===== config.mk =====
export PLATFORM = sky130hd
export DESIGN_NAME = scp_command_power_reset
export DESIGN_NICKNAME = d
export VERILOG_FILES = /design/src/hdl/scp_pkg.sv /design/src/hdl/scp_command_power_reset.sv /design/src/hdl/scp_mclk_div.sv
export VERILOG_INCLUDE_DIRS = /design/src /design/src/hdl
export SDC_FILE = /design/constraint.sdc
export NUM_CORES = 1
export LEC_CHECK = 0
export ABC_AREA = 1
export BUFFER_PORTS_ARGS = -buffer_cell sky130_fd_sc_hd__buf_2
export CELL_PAD_IN_SITES_DETAIL_PLACEMENT = 1
export CELL_PAD_IN_SITES_GLOBAL_PLACEMENT = 1
export CORE_MARGIN = 2
export CORE_UTILIZATION = 30
export CTS_BUF_LIST = sky130_fd_sc_hd__clkbuf_16
export DETAILED_ROUTE_END_ITERATION = 12
export PLACE_DENSITY = 0.64
export SLEW_MARGIN = 20
export SYNTH_ARGS = -nofsm -noshare
export SYNTH_HDL_FRONTEND = slang
export SYNTH_HIERARCHICAL = 1
export SYNTH_SLANG_ARGS = --single-unit

===== constraint.sdc =====
create_clock -name clk -period 2.8 [get_ports clk]
set_input_delay 0.7 -clock clk [delete_from_list [all_inputs] [get_ports clk]]
set_output_delay 0.7 -clock clk [all_outputs]
set_load 0.03 [all_outputs]

===== src/hdl/scp_defs.svh =====
`ifndef SCP_DEFS_SVH
`define SCP_DEFS_SVH

// register indices; byte address is four times the index
`define SCP_IDX_CMD        8'h07
`define SCP_IDX_MCLKDIV    8'h08
`define SCP_IDX_STEP_LO    8'h48
`define SCP_IDX_STEP_HI    8'h49
`define SCP_IDX_LINES_LO   8'h4a
`define SCP_IDX_LINES_HI   8'h4b
`define SCP_IDX_STATUS     8'h50

// command register fields
`define SCP_CMD_CODE_LSB   0
`define SCP_CMD_CODE_W     3
`define SCP_CMD_STANDBY    5
`define SCP_CMD_SOFTRST    6
`define SCP_CODE_IDLE      3'h0
`define SCP_CODE_PROG_REV  3'h6

// reset values
`define SCP_RST_CMD        8'h00
`define SCP_RST_MCLKDIV    8'h01
`define SCP_RST_STEP       16'h0001
`define SCP_RST_LINES      16'h0000

// crystal reference
`define SCP_XTAL_MHZ       48

// axi responses
`define SCP_RESP_OKAY      2'h0
`define SCP_RESP_SLVERR    2'h2

`endif


===== src/hdl/scp_pkg.sv =====
`default_nettype none
package scp_pkg;
    typedef enum logic [1:0] {
        SCP_IDLE = 2'b01,
        SCP_REV  = 2'b10
    } scp_motor_state_t;
endpackage
`default_nettype wire


===== src/hdl/scp_command_power_reset.sv =====
// Design decision made here: register access over AXI4-Lite.
`timescale 1ns/1ps
`default_nettype none
`include "scp_defs.svh"

module scp_command_power_reset (
    input  wire logic        clk,
    input  wire logic        sys_rst,
    input  wire logic [11:0] s_axi_awaddr,
    input  wire logic        s_axi_awvalid,
    output logic             s_axi_awready,
    input  wire logic [31:0] s_axi_wdata,
    input  wire logic [3:0]  s_axi_wstrb,
    input  wire logic        s_axi_wvalid,
    output logic             s_axi_wready,
    output logic [1:0]       s_axi_bresp,
    output logic             s_axi_bvalid,
    input  wire logic        s_axi_bready,
    input  wire logic [11:0] s_axi_araddr,
    input  wire logic        s_axi_arvalid,
    output logic             s_axi_arready,
    output logic [31:0]      s_axi_rdata,
    output logic [1:0]       s_axi_rresp,
    output logic             s_axi_rvalid,
    input  wire logic        s_axi_rready,
    output logic             lowPowerStandby,
    output logic             dramRefreshEn,
    output logic             stateMachineReset,
    output logic             mclk,
    output logic             mclkTick,
    output logic             motorStep,
    output logic             motorDir
);
    logic [7:0]  cmdReg, mclkDiv;
    logic [15:0] stepSize, lineCount, linesLeft, stepCnt;
    logic        awHeld, wHeld;
    logic [11:0] awAddr;
    logic [7:0]  wByte;
    logic        wEn;
    logic [7:0]  next_cmdReg, next_mclkDiv;
    logic [15:0] next_stepSize, next_lineCount, next_linesLeft, next_stepCnt;
    logic        next_awHeld, next_wHeld, next_bvalid, next_rvalid;
    logic [11:0] next_awAddr;
    logic [7:0]  next_wByte;
    logic [1:0]  next_bresp, next_rresp;
    logic [31:0] next_rdata;
    logic        next_motorStep;
    logic        wHit, revStart, stopAll, stepPeriod;
    scp_pkg::scp_motor_state_t state, next_state;

    function automatic logic [9:0] addrOf(input logic [7:0] idx);
        // compared against the word address, so the index is the value itself
        addrOf = {2'b00, idx};
    endfunction

    assign s_axi_awready   = !awHeld && !s_axi_bvalid;
    assign s_axi_wready    = !wHeld && !s_axi_bvalid;
    assign s_axi_arready   = !s_axi_rvalid;
    assign wEn             = awHeld && wHeld && !s_axi_bvalid;
    assign lowPowerStandby = cmdReg[`SCP_CMD_STANDBY];
    assign stateMachineReset = cmdReg[`SCP_CMD_SOFTRST];
    assign stopAll         = lowPowerStandby || stateMachineReset;
    assign dramRefreshEn   = !stopAll;
    assign motorDir        = 1'b0;
    assign wHit            = wEn && (awAddr[11:2] == addrOf(`SCP_IDX_CMD));
    // a code only starts when the motor state machine is idle and neither standby nor soft reset is set
    assign revStart        = wHit && !stopAll && (state == scp_pkg::SCP_IDLE)
                             && (wByte[2:0] == `SCP_CODE_PROG_REV)
                             && !wByte[`SCP_CMD_STANDBY] && !wByte[`SCP_CMD_SOFTRST];
    assign stepPeriod      = (stepCnt <= 16'h0001);

    // register bus
    always_comb begin
        next_awHeld    = awHeld;
        next_wHeld     = wHeld;
        next_awAddr    = awAddr;
        next_wByte     = wByte;
        next_bvalid    = s_axi_bvalid;
        next_bresp     = s_axi_bresp;
        next_rvalid    = s_axi_rvalid;
        next_rresp     = s_axi_rresp;
        next_rdata     = s_axi_rdata;
        next_mclkDiv   = mclkDiv;
        next_stepSize  = stepSize;
        next_lineCount = lineCount;
        if (s_axi_awvalid && s_axi_awready) begin
            next_awHeld = 1'b1;
            next_awAddr = s_axi_awaddr;
        end
        if (s_axi_wvalid && s_axi_wready) begin
            next_wHeld = 1'b1;
            next_wByte = s_axi_wstrb[0] ? s_axi_wdata[7:0] : 8'h00;
        end
        if (s_axi_bvalid && s_axi_bready) begin
            next_bvalid = 1'b0;
        end
        if (wEn) begin
            next_awHeld = 1'b0;
            next_wHeld  = 1'b0;
            next_bvalid = 1'b1;
            next_bresp  = `SCP_RESP_OKAY;
            if (awAddr[11:2] == addrOf(`SCP_IDX_CMD)) begin
                next_bresp = `SCP_RESP_OKAY;
            end else if (awAddr[11:2] == addrOf(`SCP_IDX_MCLKDIV)) begin
                next_mclkDiv = wByte;
            end else if (awAddr[11:2] == addrOf(`SCP_IDX_STEP_LO)) begin
                next_stepSize[7:0] = wByte;
            end else if (awAddr[11:2] == addrOf(`SCP_IDX_STEP_HI)) begin
                next_stepSize[15:8] = wByte;
            end else if (awAddr[11:2] == addrOf(`SCP_IDX_LINES_LO)) begin
                next_lineCount[7:0] = wByte;
            end else if (awAddr[11:2] == addrOf(`SCP_IDX_LINES_HI)) begin
                next_lineCount[15:8] = wByte;
            end else if (awAddr[11:2] == addrOf(`SCP_IDX_STATUS)) begin
                next_bresp = `SCP_RESP_OKAY;
            end else begin
                next_bresp = `SCP_RESP_SLVERR;
            end
        end
        if (s_axi_rvalid && s_axi_rready) begin
            next_rvalid = 1'b0;
        end
        if (s_axi_arvalid && s_axi_arready) begin
            next_rvalid = 1'b1;
            next_rresp  = `SCP_RESP_OKAY;
            next_rdata  = 32'h0000_0000;
            if (s_axi_araddr[11:2] == addrOf(`SCP_IDX_CMD)) begin
                next_rdata[7:0] = cmdReg;
            end else if (s_axi_araddr[11:2] == addrOf(`SCP_IDX_MCLKDIV)) begin
                next_rdata[7:0] = mclkDiv;
            end else if (s_axi_araddr[11:2] == addrOf(`SCP_IDX_STEP_LO)) begin
                next_rdata[7:0] = stepSize[7:0];
            end else if (s_axi_araddr[11:2] == addrOf(`SCP_IDX_STEP_HI)) begin
                next_rdata[7:0] = stepSize[15:8];
            end else if (s_axi_araddr[11:2] == addrOf(`SCP_IDX_LINES_LO)) begin
                next_rdata[7:0] = lineCount[7:0];
            end else if (s_axi_araddr[11:2] == addrOf(`SCP_IDX_LINES_HI)) begin
                next_rdata[7:0] = lineCount[15:8];
            end else if (s_axi_araddr[11:2] == addrOf(`SCP_IDX_STATUS)) begin
                next_rdata = {15'h0000, (state == scp_pkg::SCP_REV), linesLeft};
            end else begin
                next_rresp = `SCP_RESP_SLVERR;
            end
        end
    end

    always_ff @(posedge clk) begin
        if (sys_rst) begin
            awHeld       <= 1'b0;
            wHeld        <= 1'b0;
            awAddr       <= 12'h000;
            wByte        <= 8'h00;
            s_axi_bvalid <= 1'b0;
            s_axi_bresp  <= `SCP_RESP_OKAY;
            s_axi_rvalid <= 1'b0;
            s_axi_rresp  <= `SCP_RESP_OKAY;
            s_axi_rdata  <= 32'h0000_0000;
            mclkDiv      <= `SCP_RST_MCLKDIV;
            stepSize     <= `SCP_RST_STEP;
            lineCount    <= `SCP_RST_LINES;
        end else begin
            awHeld       <= next_awHeld;
            wHeld        <= next_wHeld;
            awAddr       <= next_awAddr;
            wByte        <= next_wByte;
            s_axi_bvalid <= next_bvalid;
            s_axi_bresp  <= next_bresp;
            s_axi_rvalid <= next_rvalid;
            s_axi_rresp  <= next_rresp;
            s_axi_rdata  <= next_rdata;
            mclkDiv      <= next_mclkDiv;
            stepSize     <= next_stepSize;
            lineCount    <= next_lineCount;
        end
    end

    // command register and fast reverse motion
    always_comb begin
        next_cmdReg    = cmdReg;
        next_state     = state;
        next_linesLeft = linesLeft;
        next_stepCnt   = stepCnt;
        next_motorStep = 1'b0;
        case (state)
            scp_pkg::SCP_IDLE: begin
                if (revStart) begin
                    next_state     = scp_pkg::SCP_REV;
                    next_linesLeft = lineCount;
                    next_stepCnt   = stepSize;
                end
            end
            scp_pkg::SCP_REV: begin
                if (stopAll) begin
                    next_state     = scp_pkg::SCP_IDLE;
                    next_linesLeft = 16'h0000;
                end else if (linesLeft == 16'h0000) begin
                    next_state = scp_pkg::SCP_IDLE;
                    next_cmdReg[2:0] = `SCP_CODE_IDLE;
                end else if (stepPeriod) begin
                    next_motorStep = 1'b1;
                    next_stepCnt   = stepSize;
                    next_linesLeft = linesLeft - 16'h0001;
                end else begin
                    next_stepCnt = stepCnt - 16'h0001;
                end
            end
            default: begin
                next_state = scp_pkg::SCP_IDLE;
            end
        endcase
        // software write lands after the idle-return so its code is kept
        if (wHit) begin
            next_cmdReg = wByte;
        end
    end

    always_ff @(posedge clk) begin
        if (sys_rst) begin
            cmdReg    <= `SCP_RST_CMD;
            state     <= scp_pkg::SCP_IDLE;
            linesLeft <= 16'h0000;
            stepCnt   <= 16'h0000;
            motorStep <= 1'b0;
        end else begin
            cmdReg    <= next_cmdReg;
            state     <= next_state;
            linesLeft <= next_linesLeft;
            stepCnt   <= next_stepCnt;
            motorStep <= next_motorStep;
        end
    end

    // the crystal is modelled by clk; the tree stops in standby and soft reset
    scp_mclk_div u_div (
        .clk      (clk),
        .sys_rst  (sys_rst),
        .hold     (stopAll),
        .divisor  (mclkDiv),
        .mclk     (mclk),
        .mclkTick (mclkTick)
    );
endmodule

`default_nettype wire


===== src/hdl/scp_mclk_div.sv =====
`timescale 1ns/1ps
`default_nettype none
`include "scp_defs.svh"

module scp_mclk_div (
    input  wire logic       clk,
    input  wire logic       sys_rst,
    input  wire logic       hold,
    input  wire logic [7:0] divisor,
    output logic            mclk,
    output logic            mclkTick
);
    logic [7:0] count;
    logic [7:0] next_count;
    logic       next_mclk;
    logic       next_mclkTick;
    logic [7:0] span;

    // a zero divisor would stall the tree, so it acts as one
    always_comb begin
        span          = (divisor == 8'h00) ? 8'h01 : divisor;
        next_count    = count;
        next_mclk     = mclk;
        next_mclkTick = 1'b0;
        if (hold) begin
            next_count = 8'h00;
            next_mclk  = 1'b0;
        end else if (count >= span - 8'h01) begin
            next_count    = 8'h00;
            next_mclkTick = 1'b1;
            next_mclk     = 1'b1;
        end else begin
            next_count = count + 8'h01;
            next_mclk  = (next_count < (span >> 1)) || (span == 8'h01);
        end
    end

    always_ff @(posedge clk) begin
        if (sys_rst) begin
            count    <= 8'h00;
            mclk     <= 1'b0;
            mclkTick <= 1'b0;
        end else begin
            count    <= next_count;
            mclk     <= next_mclk;
            mclkTick <= next_mclkTick;
        end
    end
endmodule

`default_nettype wire


---- Word level (Yosys, flattened, before mapping) ----
Index checks and enable logic that the tools add are counted.
storage, ports and cells
  register bits after elaboration ......... 153
  bits in latches ......................... 0
  bits in writable memories ............... 0
  memory bits (read-only) ................. 0
  output and inout bits ................... 48
  logic and storage cells ................. 159
  memories kept ........................... 0
cells by class
  add/subtract/negate cells ............... 4
  multiply operators ...................... 0
  divide/modulo/power cells ............... 0
  order comparisons ....................... 3
  equal/unequal tests ..................... 25
  shift operators ......................... 0
  muxes and demuxes ....................... 54
  bitwise logic cells ..................... 6
  reductions and logical operators ........ 44
operators with widths
  cell                                                                     count
  16-bit 2-to-1 mux                                                        8
  10-bit by 7-bit equality test with 1-bit output (second input constant)  10
  8-bit 2-to-1 mux                                                         8
  16-bit case mux with 2 select lines                                      2
  9-bit 2-to-1 mux                                                         5
  2-bit 2-to-1 mux                                                         17
  16-bit by 1-bit subtractor with 16-bit output (second input constant)    2
  24-bit 2-to-1 mux                                                        1
  10-bit by 3-bit equality test with 1-bit output (second input constant)  2
  10-bit by 4-bit equality test with 1-bit output (second input constant)  2
  17-bit 2-to-1 mux                                                        1
  16-bit by 1-bit <= comparator with 1-bit output (second input constant)  1
  16-bit zero test                                                         1
  1-bit logical AND                                                        15
  3-bit 2-to-1 mux                                                         4
  4-bit AND reduction                                                      3
  2-bit nonzero test                                                       5
  8-bit by 1-bit adder with 8-bit output (second input constant)           1
  8-bit by 1-bit equality test with 1-bit output (second input constant)   1
  8-bit greater-or-equal comparator                                        1
  8-bit zero test                                                          1
  8-bit by 7-bit less-than comparator with 1-bit output                    1
  2-bit != test (second input constant)                                    4
  8-bit by 1-bit subtractor with 8-bit output (second input constant)      1
  other kinds (18)                                                         39

---- Depth between registers and ports, before layout ----
Gate-level depths: netlist of the first run.
  depth after elaboration ................. 10
  mapped depth ............................ 16
  depth with buffers taken out ............ 16

---- Hierarchy ----
Netlist of the first run, hierarchy kept.
modules (own cells, without submodules)
  module                   times used  cells an instance  area an instance (um2)
  scp_command_power_reset  1           1050               6880.3
  scp_mclk_div             1           136                979.7

---- Least setup slack after synthesis of the first run ----
No wires, ideal clock.
  path kind ............................... register -> register
  start point ............................. register mclkDiv[4]
  end point ............................... register u_div.count[7]
  setup time .............................. 0.123 ns
  arrival ................................. 2.197 ns
  slack ................................... 0.480 ns
  cell stages (with the launch flop) ...... 16
  clock period less this slack ............ 2.320 ns
  cells stage by stage .................... dfxtp_1 > inv_1 > nand2_1 > nor2_4 > a31oi_4 > ha_1 > nand2_1 > nor3_2 > xor2_1 > inv_1 > ha_1 > nand2_1 > nor2_1 > nand4_1 > nand4_2 > a21oi_1
on the way
  longest elaborated chain between the ends .. 5
ends and longest elaborated chain
  what                                           RTL line                        text
  start, declared                                scp_command_power_reset.sv:34   logic [7:0] cmdReg, mclkDiv;
  start signal, assigned                         scp_command_power_reset.sv:158  mclkDiv <= `SCP_RST_MCLKDIV;
  start signal, assigned                         scp_command_power_reset.sv:171  mclkDiv <= next_mclkDiv;
  8-bit zero test                                scp_mclk_div.sv:21              span = (divisor == 8'h00) ? 8'h01 : divisor;
  8-bit 2-to-1 mux *                             scp_mclk_div.sv:21
  8-bit by 1-bit subtractor with 8-bit output *  scp_mclk_div.sv:28              end else if (count >= span - 8'h01) begin
  8-bit greater-or-equal comparator *            scp_mclk_div.sv:28
  3-bit OR reduction (no line) *                 -
  end signal, assigned                           scp_mclk_div.sv:44              count <= next_count;
  end, declared                                  scp_mclk_div.sv:13              logic [7:0] count;
Mark *: on every way between the ends. The rest lies on a longest branch, timed or not.
A chain may end at the register's enable or synchronous reset.

---- Worst setup path after layout of the first run ----
  start point ............................. register mclkDiv[5]
  end point ............................... register u_div.mclk
on the way
  longest elaborated chain between the ends .. 5
ends and longest elaborated chain
  what                                                                   RTL line                                text
  8-bit zero test                                                        scp_mclk_div.sv:21
  8-bit 2-to-1 mux *                                                     scp_mclk_div.sv:21
  8-bit by 1-bit subtractor with 8-bit output (tied with other cells)    scp_mclk_div.sv:28
  8-bit greater-or-equal comparator or 1-bit logical OR (tied branches)  scp_mclk_div.sv:28, scp_mclk_div.sv:34
  1-bit 2-to-1 mux *                                                     scp_mclk_div.sv:28
  end signal, assigned                                                   scp_mclk_div.sv:45                      mclk <= next_mclk;
  end, declared                                                          scp_mclk_div.sv:10                      output logic mclk,
Marks and branches as above.

==> results of run 1 <==
-- power groups by stage --
| stage | clock [mW] | combinational [mW] | sequential (mW) |
|---|---|---|---|
| 6_report | 2.31 | 2.46 | 2.28 |
| 5_1_grt | 2.44 | 2.82 | 2.31 |
| 4_1_cts | 2.36 | 2.49 | 2.28 |
| 3_5_place_dp | 0 | 2.48 | 2.32 |
| 3_3_place_gp | 0 | 2.40 | 2.32 |
| 2_1_floorplan | 0 | 1.97 | 2.28 |
-- critical path, delay by kind of cell, from the launching register on --
family                   cells  cell delay (ns)
adder cells (fa/ha/maj)      2             0.48
buffers and inverters        2             0.15
AND/OR/NAND/NOR             10             1.23
AO/OA/AOI/OAI                1             0.14
XOR/XNOR                     1             0.16
flip-flops                   1             0.38
-- layout make-up --
type / count / area, sq um / area share
well taps: 335 / 419 / 0.0462
multi-input cells: 852 / 4300 / 0.474
clock inverters: 14 / 164 / 0.0181
clock buffers: 17 / 425 / 0.0469
inverters: 154 / 578 / 0.0637
flip-flops and latches: 134 / 2690 / 0.296
repair buffers: 85 / 500 / 0.0551
-- stage by stage --
| stage | setup slack (ns) | area [sq um] | total power, mW | instances |
|---|---|---|---|---|
| finish | 0.200 | 9080 | 7.05 | 1591 |
| detailed placement | 0.122 | 8470 | 4.80 | 1560 |
| global placement | 0.250 | 8470 | 4.72 | 1560 |
| CTS | 0.109 | 9060 | 7.13 | 1591 |
| floorplan | 0.480 | 7920 | 4.25 | 1203 |
| global route | 0.000810 | 9080 | 7.57 | 1591 |
-- sequential cells by signal (all words and copies together), names as in the netlist --
register / cells
state: 2
s_axi_rdata: 17
motorStep: 1
u_div/count: 8
awHeld: 1
stepSize: 16
cmdReg: 8
u_div/mclkTick: 1
s_axi_rresp: 1
wHeld: 1
s_axi_bvalid: 1
stepCnt: 16
wByte: 8
linesLeft: 16
lineCount: 16
s_axi_bresp: 1
s_axi_rvalid: 1
awAddr: 10
mclkDiv: 8
u_div/mclk: 1
-- placed cells by master (no fill, tap or decap), drive strengths merged, types with 17 or more instances in the layout --
cell,netlist,layout
nor2,144,144
o21ai,90,90
dfxtp,134,134
a21oi,113,113
conb,1,18
clkbuf,21,17
buf,42,85
nand3,80,80
ha,23,23
nand4,25,25
inv,153,155
nand2,279,279
-- cell families (layout without fill, tap and decap cells) --
logic type | after synthesis | count (layout) | share of synthesized area
other | 1 | 18 | 0.000477
flip-flops | 134 | 134 | 0.341
AND/OR/NAND/NOR | 556 | 556 | 0.319
adder cells (fa/ha/maj) | 23 | 23 | 0.0366
XOR/XNOR | 15 | 15 | 0.0167
buffers and inverters | 217 | 270 | 0.121
AO/OA/AOI/OAI | 240 | 240 | 0.165
-- timing repair --
| item | in CTS | in global routing |
|---|---|---|
| setup endpoints to repair | 0 | 10 |
| gates resized for setup | 0 | 7 |
| hold buffers | 0 | 0 |
-- how the worst max path moves through the flow --
stage,startpoint,slack (ns),cells past startpoint,to
3_5_place_dp,mclkDiv[5],0.12,15,u_div/count[7]
6_report,mclkDiv[5],0.20,16,u_div/mclk
5_1_grt,mclkDiv[5],0.0008,16,u_div/mclk
4_1_cts,mclkDiv[5],0.11,15,u_div/count[6]
3_3_place_gp,mclkDiv[5],0.25,15,u_div/count[7]
2_1_floorplan,mclkDiv[4],0.48,15,u_div/count[7]
-- routing by layer --
metal | wire length, um | GRT usage | up-vias | part of all wire
met2 | 12100 | 0.309 | 92 | 0.48
li1 | - | - | 3928 | -
met5 | 0 | 0 | - | 0
met3 | 544 | 0.0267 | 23 | 0.022
met1 | 12200 | 0.243 | 3620 | 0.48
met4 | 389 | 0.0537 | 0 | 0.015
==> metrics.yaml, run 1 <==
finish:
  drive_above_1_share: 0.137
  n_antenna_cell: 0
  fin_util: 0.350
  layout.nets: 1334
  fillers: 3278
  area_delta_synth_final_pct: 15.5
placed_design:
  dp_hpwl_um: 18900
  gp_congestion: 0.840
  port_buffers: 65
floorplan:
  initial_utilization: 0.303
  dieHeight_um: 166
  ios: 115
  rows: 59
  dieArea_sq_mm: 0.0275
  coreArea_sq_mm: 0.0259
  fp.dieW_um: 166
grt:
  grt_pass1_vias: 7666
  antenna_found_initial: 0
  track_usage: 0.183
  grt_pass1_wl_um: 40500
  overflow: 0
  grt_max_degree: 50
logic_synthesis:
  netlist_top_cells_area: "dfxtp_1 34%, nand2_1 13%, a21oi_1 7.1%"
  yosysUniqueCellTypes: 48
  synth_most_common_cell: "nand2_1"
  synth_enable_flop_cells: 0
  yosysTopAreaCell: "dfxtp_1"
  yosysSeqAreaShare: 0.341
  syn-cell-area_sq_mm: 0.00786
  avgSynthCellArea_sq_um: 6.63
  async_flop_share: 0
  syn_inst: 1186
  synthTopCellsByCount: "268 x nand2_1, 148 x inv_1, 134 x dfxtp_1"
  synth_top_area_frac: 0.341
  ys.flop_type: "dfxtp_1"
  ys.warnings.count: 6
  ys_ff_latch: 134
worst_setup_path:
  worstPathCellList: "inv_1 -> nand2_2 -> nor2_4 -> a31oi_4 -> ha_2 -> nand2_1 -> nor3_2 -> xor2_1 -> inv_1 -> ha_1 -> nand2_1 -> nor2_2 -> nand4_1 -> nand4_1 -> nor2_1 -> nor2_1"
  critPathArrivalTime_ns: 2.96
  r2r_slack_ns: 0.20
  r2r_end: "u_div/mclk"
  slowest_delay_ns: 0.38
  start_kind: "flop"
  worstSetupEndpointType: "flop"
  ff2ff_path_depth: 16
  cp.required_ns: 3.16
  worstSetupPathType: "reg -> reg"
  cp_max_fo: 5
  rr_startpoint: "mclkDiv[5]"
  cp_slowest_cell: "dfxtp_2"
routing:
  drc: 0
  dr.pass1.iters: 4
  wirelength_um: 25200
  ant_nets: 0
  drt-vias-per-instance: 4.82
  vias: 7663
  wire_per_inst_um: 15.9
  first_iter_violations: 308
power_and_ir_drop:
  power_leakage_nw: 4.05
  p_switching_mw: 2.80
  p_per_area_mw_per_mm2: 776
  clkPwrFrac: 0.328
  pwr-share-seq: 0.323
  vdd_drop_max_v: 0.000431
  combPwrFrac: 0.348
  swShare: 0.397
  p_int_mw: 4.25
cts:
  h-tree-depth: 4
  numCtsBuffers: 17
  cts_root_buf: "clkbuf_16"
  cts_tree: "built"
  cts_sinks: 134
  clk_pin_slew_ns: 0.07
  post_cts_buffers: 0
  clock_path_buffers: 2
  clkLatencyLatePin_ns: 0.42
sta:
  holdWs_ns: 0.462
  period_share: 0.928
  setup_viol: 0
  slew_viol_final: 0
  worstMarginPinSlew_ns: 0.984
  final.min_clock_period_ns: 2.60
  tns_ns: 0
  rsz0062_at_grt: "false"
  slew_headroom: 0.341
  max_freq_ghz: 0.385
  clock_skew_ns: 0.0112
  hold_viol: 0
worst_hold_path:
  hold_start: "s_axi_rdata[11]"
  hold_end: "s_axi_rdata[11]"
  whs_path_depth: 2
  hold_path_class: "reg -> reg"
run:
  cap_violations: 0
outcome:
  status: "complete, no violations"
Note: power is estimated with default switching activity, not from simulation.
==> run 2: changes to the inputs <==
--- a/config.mk
+++ b/config.mk
@@ -12,7 +12,6 @@
 export CELL_PAD_IN_SITES_GLOBAL_PLACEMENT = 1
 export CORE_MARGIN = 2
 export CORE_UTILIZATION = 30
-export CTS_BUF_LIST = sky130_fd_sc_hd__clkbuf_16
 export DETAILED_ROUTE_END_ITERATION = 12
 export PLACE_DENSITY = 0.64
 export SLEW_MARGIN = 20
==> run 2 against run 1 <==
  * Sequential share of layout area is essentially flat
  * Largest cell class unchanged
  * Combinational power hardly changed
  * Count of clock-buffer cells in the layout up 3
  * Worst setup slack about the same
  * Critical endpoint unchanged
  * Clock power increased by 2%
  * Hold slack hardly changed
  * Cell count is the same
  * Wire length rose by 0.17%
==> metrics.yaml, run 2 (same netlist as run 1, synthesis figures left out) <==
outcome:
  status: "complete, no violations"  # unchanged
floorplan:
  rows: 59  # unchanged
  coreArea_sq_mm: 0.0259  # unchanged
  fp.dieW_um: 166  # unchanged
  initial_utilization: 0.303  # unchanged
  dieHeight_um: 166  # unchanged
  dieArea_sq_mm: 0.0275  # unchanged
  ios: 115  # unchanged
routing:
  vias: 7665  # was 7,663
  dr.pass1.iters: 4  # unchanged
  wirelength_um: 25300  # was 25,200 um
  drc: 0  # unchanged
  ant_nets: 0  # unchanged
  drt-vias-per-instance: 4.82  # about the same
  first_iter_violations: 297  # was 308
  wire_per_inst_um: 15.9  # about the same
grt:
  busiest_layer: "met2"  # unchanged
  overflow: 0  # unchanged
  track_usage: 0.184  # was 0.183
  use_met1: 0.243  # about the same
  use_met3: 0.0267  # unchanged
  grt_max_degree: 50  # unchanged
  grt_pass1_wl_um: 40600  # was 40,500 um
  grt_pass1_vias: 7671  # was 7,666
  antenna_found_initial: 0  # unchanged
  use_met2: 0.311  # was 0.309
finish:
  final_common_cell: "nand2_1"  # unchanged
  largest_reg_flops: 17  # unchanged
  mostFrequentLayoutCells: "268 x nand2_1, 147 x inv_1, 130 x dfxtp_1"  # was 268 x nand2_1, 149 x inv_1, 130 x dfxtp_1
  area_delta_synth_final_pct: 15.6  # was 15.5%
  n_antenna_cell: 0  # unchanged
  layout.nets: 1334  # unchanged
  stdcell_count: 1591  # unchanged
  regMostFlops: "s_axi_rdata"  # unchanged
  drive_above_1_share: 0.138  # was 0.137
cts:
  post_cts_buffers: 0  # unchanged
  cts_root_buf: "clkbuf_16"  # unchanged
  h-tree-depth: 4  # unchanged
  clk_pin_slew_ns: 0.06  # was 0.07 ns
  cts_sinks: 134  # unchanged
  numCtsBuffers: 17  # unchanged
  clock_path_buffers: 2  # unchanged
  clkLatencyLatePin_ns: 0.42  # about the same
  cts_tree: "built"  # unchanged
worst_setup_path:
  critPathArrivalTime_ns: 2.96  # about the same
  start_kind: "flop"  # unchanged
  cp_max_fo: 5  # unchanged
  cp.required_ns: 3.16  # about the same
  worstSetupEndpointType: "flop"  # unchanged
  worstSetupPathType: "reg -> reg"  # unchanged
worst_hold_path:
  hold_path_class: "reg -> reg"  # unchanged
sta:
  tns_ns: 0  # unchanged
  max_freq_ghz: 0.385  # about the same
  slew_viol_final: 0  # unchanged
  period_share: 0.928  # about the same
  holdWs_ns: 0.462  # about the same
  slew_headroom: 0.330  # was 0.341
  setup_viol: 0  # unchanged
  worstMarginPinSlew_ns: 1.00  # was 0.984 ns
  hold_viol: 0  # unchanged
  clock_skew_ns: 0.00993  # was 0.0112 ns
  final.min_clock_period_ns: 2.60  # about the same
  rsz0062_at_grt: "false"  # unchanged
placed_design:
  port_buffers: 65  # unchanged
  gp_congestion: 0.840  # unchanged
  place_inst: 1560  # unchanged
  dp_hpwl_um: 18900  # unchanged
power_and_ir_drop:
  vdd_drop_max_v: 0.000429  # was 0.000431 V
  total_power_mw: 7.08  # was 7.05 mW
  power_leakage_nw: 4.04  # was 4.05 nW
  p_per_area_mw_per_mm2: 780  # was 776 mW/mm^2
run:
  cap_violations: 0  # unchanged
-- run 2: cell count changes in the layout (fill, tap and decap cells not counted) --
cell / before / now
inv_1: 149 / 147
clkbuf_1: 0 / 2
clkbuf_8: 0 / 1
clkinv_1: 2 / 1
-- run 2: layout make-up --
| type | instances | area, sq um |
|---|---|---|
| flip-flops and latches | 134 | 2690 |
| clock inverters | 11 | 153 |
| inverters | 154 | 578 |
| well taps | 335 | 419 |
| multi-input cells | 852 | 4300 |
| fillers | 3277 | 16800 |
| repair buffers | 85 | 500 |
| clock buffers | 20 | 447 |
-- run 2: per-layer routing --
layer / part of all wire / up-vias
met5: 0 / -
met4: 0.016 / 0
met2: 0.48 / 93
li1: - / 3929
met3: 0.021 / 23
met1: 0.49 / 3620
-- run 2: metrics by stage --
| step | instance area [sq um] | utilization | worst slack [ns] |
|---|---|---|---|
| CTS | 9070 | 0.350 | 0.109 |
| global placement | 8470 | 0.327 | 0.250 |
| global route | 9090 | 0.351 | 0.000810 |
| finish | 9090 | 0.351 | 0.200 |
| floorplan | 7920 | - | 0.480 |
| detailed placement | 8470 | 0.327 | 0.122 |
-- run 2: final timing paths --
path                                      start  slack [ns]               to  depth (start not counted)
worst max-delay path                 mclkDiv[5]        0.20       u_div/mclk                         16
worst min-delay path            s_axi_rdata[11]        0.46  s_axi_rdata[11]                          2
worst max register to register       mclkDiv[5]        0.20       u_div/mclk                         16
worst min register to register  s_axi_rdata[11]        0.46  s_axi_rdata[11]                          2
-- run 2: worst max-delay path, stage by stage, from the launching register on --
cell and delay (ns):
dfxtp_2 0.38, inv_1 0.09, nand2_2 0.10, nor2_4 0.05
a31oi_4 0.14, ha_2 0.22, nand2_1 0.11, nor3_2 0.14
xor2_1 0.16, inv_1 0.06, ha_1 0.26, nand2_1 0.08
nor2_2 0.13, nand4_1 0.25, nand4_1 0.21, nor2_1 0.07
nor2_1 0.09
-- run 2: power by group --
group | switching (mW) | internal (mW) | total [mW] | leakage [nW]
sequential | 0.195 | 2.08 | 2.28 | 1.09
clock | 0.926 | 1.42 | 2.35 | 0.282
combinational | 1.68 | 0.773 | 2.46 | 2.67
-- run 2: timing repair --
item	in CTS	in global routing
resized for setup	0	7
endpoints found under the setup margin	0	10
hold buffers	0	0
hold endpoints to repair	0	0
==> run 3: changes to the inputs <==
==> constraint.sdc (replaced) <==
create_clock -name clk -period 3 [get_ports clk]
set_input_delay 0.75 -clock clk [delete_from_list [all_inputs] [get_ports clk]]
set_output_delay 0.75 -clock clk [all_outputs]
set_load 0.03 [all_outputs]
==> run 3 against run 2 <==
  * Fmax decreased by 5.4%
  * Total power decreased by 5.6%
  * Utilization decreased by 0.11 points
  * Design area decreased by 0.30%
  * Worst setup slack improved by 0.050 ns
  * Global-route usage increased by 0.30 points
  * Highest routed layer unchanged
==> metrics.yaml, run 3 (same netlist as run 1, synthesis figures left out) <==
worst_setup_path:
  worstSetupPathType: "reg -> reg"  # unchanged
  start_kind: "flop"  # unchanged
  critPathArrivalTime_ns: 3.06  # was 2.96 ns
  ff2ff_path_depth: 15  # was 16
  cp.required_ns: 3.31  # was 3.16 ns
  cp_max_fo: 8  # was 5
  worstSetupEndpointType: "flop"  # unchanged
finish:
  area_delta_synth_final_pct: 15.2  # was 15.6%
  n_antenna_cell: 0  # unchanged
  mostFrequentLayoutCells: "268 x nand2_1, 147 x inv_1, 134 x dfxtp_1"  # was 268 x nand2_1, 147 x inv_1, 130 x dfxtp_1
  largest_reg_flops: 17  # unchanged
  drive_above_1_share: 0.132  # was 0.138
  final_common_cell: "nand2_1"  # unchanged
  regMostFlops: "s_axi_rdata"  # unchanged
  layout.nets: 1330  # was 1,334
cts:
  cts_tree: "built"  # unchanged
  post_cts_buffers: 0  # unchanged
  h-tree-depth: 4  # unchanged
  clock_path_buffers: 2  # unchanged
  clk_pin_slew_ns: 0.06  # about the same
  clkLatencyLatePin_ns: 0.42  # about the same
  numCtsBuffers: 17  # unchanged
  cts.repair.resized: 0  # unchanged
  cts_sinks: 134  # unchanged
  cts_hold_buffers: 0  # unchanged
  cts_root_buf: "clkbuf_16"  # unchanged
run:
  cap_violations: 0  # unchanged
routing:
  drt-vias-per-instance: 4.80  # was 4.82
  dr.pass1.iters: 5  # was 4
  ant_nets: 0  # unchanged
  first_iter_violations: 315  # was 297
  wire_per_inst_um: 16.0  # was 15.9 um
  drc: 0  # unchanged
  vias: 7617  # was 7,665
  wirelength_um: 25500  # was 25,300 um
power_and_ir_drop:
  swShare: 0.389  # was 0.396
  pwr-share-seq: 0.318  # was 0.322
  p_switching_mw: 2.60  # was 2.80 mW
  vdd_drop_max_v: 0.000268  # was 0.000429 V
  clkPwrFrac: 0.338  # was 0.332
  power_leakage_nw: 4.03  # was 4.04 nW
  p_per_area_mw_per_mm2: 738  # was 780 mW/mm^2
  combPwrFrac: 0.343  # was 0.347
  p_int_mw: 4.09  # was 4.28 mW
sta:
  clock_skew_ns: 0.0154  # was 0.00993 ns
  period_share: 0.916  # was 0.928
  tns_ns: 0  # unchanged
  final.min_clock_period_ns: 2.75  # was 2.60 ns
  holdWs_ns: 0.461  # was 0.462 ns
  max_freq_ghz: 0.364  # was 0.385 GHz
  slew_viol_final: 0  # unchanged
  hold_viol: 0  # unchanged
  slew_headroom: 0.344  # was 0.330
  setup_viol: 0  # unchanged
  worstMarginPinSlew_ns: 0.980  # was 1.00 ns
  rsz0062_at_grt: "false"  # unchanged
grt:
  use_met1: 0.249  # was 0.243
  busiest_layer: "met2"  # unchanged
  grt_pass1_wl_um: 41200  # was 40,600 um
  grt_max_degree: 61  # was 50
  antenna_found_initial: 0  # unchanged
  overflow: 0  # unchanged
  track_usage: 0.187  # was 0.184
  grt_pass1_vias: 7636  # was 7,671
  use_met3: 0.0241  # was 0.0267
  use_met2: 0.321  # was 0.311
floorplan:
  rows: 59  # unchanged
  ios: 115  # unchanged
  coreArea_sq_mm: 0.0259  # unchanged
  dieHeight_um: 166  # unchanged
  initial_utilization: 0.303  # unchanged
  fp.dieW_um: 166  # unchanged
  dieArea_sq_mm: 0.0275  # unchanged
worst_hold_path:
  whs_path_depth: 2  # unchanged
  hold_path_class: "reg -> reg"  # unchanged
outcome:
  status: "complete, no violations"  # unchanged
placed_design:
  dp_hpwl_um: 18900  # about the same
  port_buffers: 65  # unchanged
  gp_congestion: 0.811  # was 0.840
[run 3: metal layers]
metal	wire length [um]	part of all wire
met1	12100	0.47
met2	12600	0.50
met3	617	0.024
met4	167	0.0066
met5	0	0
[run 3: area by class of cell]
| class | instances | area, sq um |
|---|---|---|
| Inverter | 154 | 578 |
| Timing Repair Buffer | 81 | 458 |
| Sequential cell | 134 | 2680 |
| Clock buffer | 20 | 457 |
| Multi-Input combinational cell | 852 | 4290 |
| Tap cell | 335 | 419 |
| Fill cell | 3344 | 16900 |
| Clock inverter | 12 | 176 |
[run 3: worst paths after layout]
kind              startpoint              end  slack, ns
max               mclkDiv[5]   u_div/count[4]       0.25
max reg2reg       mclkDiv[5]   u_div/count[4]       0.25
min reg2reg  s_axi_rdata[11]  s_axi_rdata[11]       0.46
min          s_axi_rdata[11]  s_axi_rdata[11]       0.46
[run 3: power by group through the flow]
stage	sequential, mW	combinational [mW]	clock (mW)
final	2.13	2.30	2.26
after global placement	2.17	2.23	0
after global routing	2.16	2.64	2.41
after CTS	2.13	2.32	2.32
after floorplan	2.13	1.84	0
after detailed placement	2.17	2.30	0
[run 3: critical path: stages (launching register included)]
cell,delay (ns)
dfxtp_1,0.42
inv_1,0.11
nand2_2,0.10
nor2_4,0.05
a31oi_4,0.22
ha_1,0.23
nand2_1,0.12
nor3_2,0.14
xor2_1,0.17
inv_1,0.06
ha_1,0.27
nand2_1,0.07
nor2_1,0.14
nand4_1,0.20
nand4_2,0.28
nor2_1,0.06
[run 3: stage by stage]
| stage | util | total power, mW | instances | instance area, sq um | setup WS [ns] |
|---|---|---|---|---|---|
| floorplan | - | 3.96 | 1203 | 7920 | 0.680 |
| global placement | 0.325 | 4.40 | 1556 | 8430 | 0.349 |
| detailed placement | 0.325 | 4.47 | 1556 | 8430 | 0.276 |
| CTS | 0.350 | 6.78 | 1588 | 9060 | 0.263 |
| global route | 0.350 | 7.21 | 1588 | 9060 | 0.0649 |
| finish | 0.350 | 6.69 | 1588 | 9060 | 0.251 |
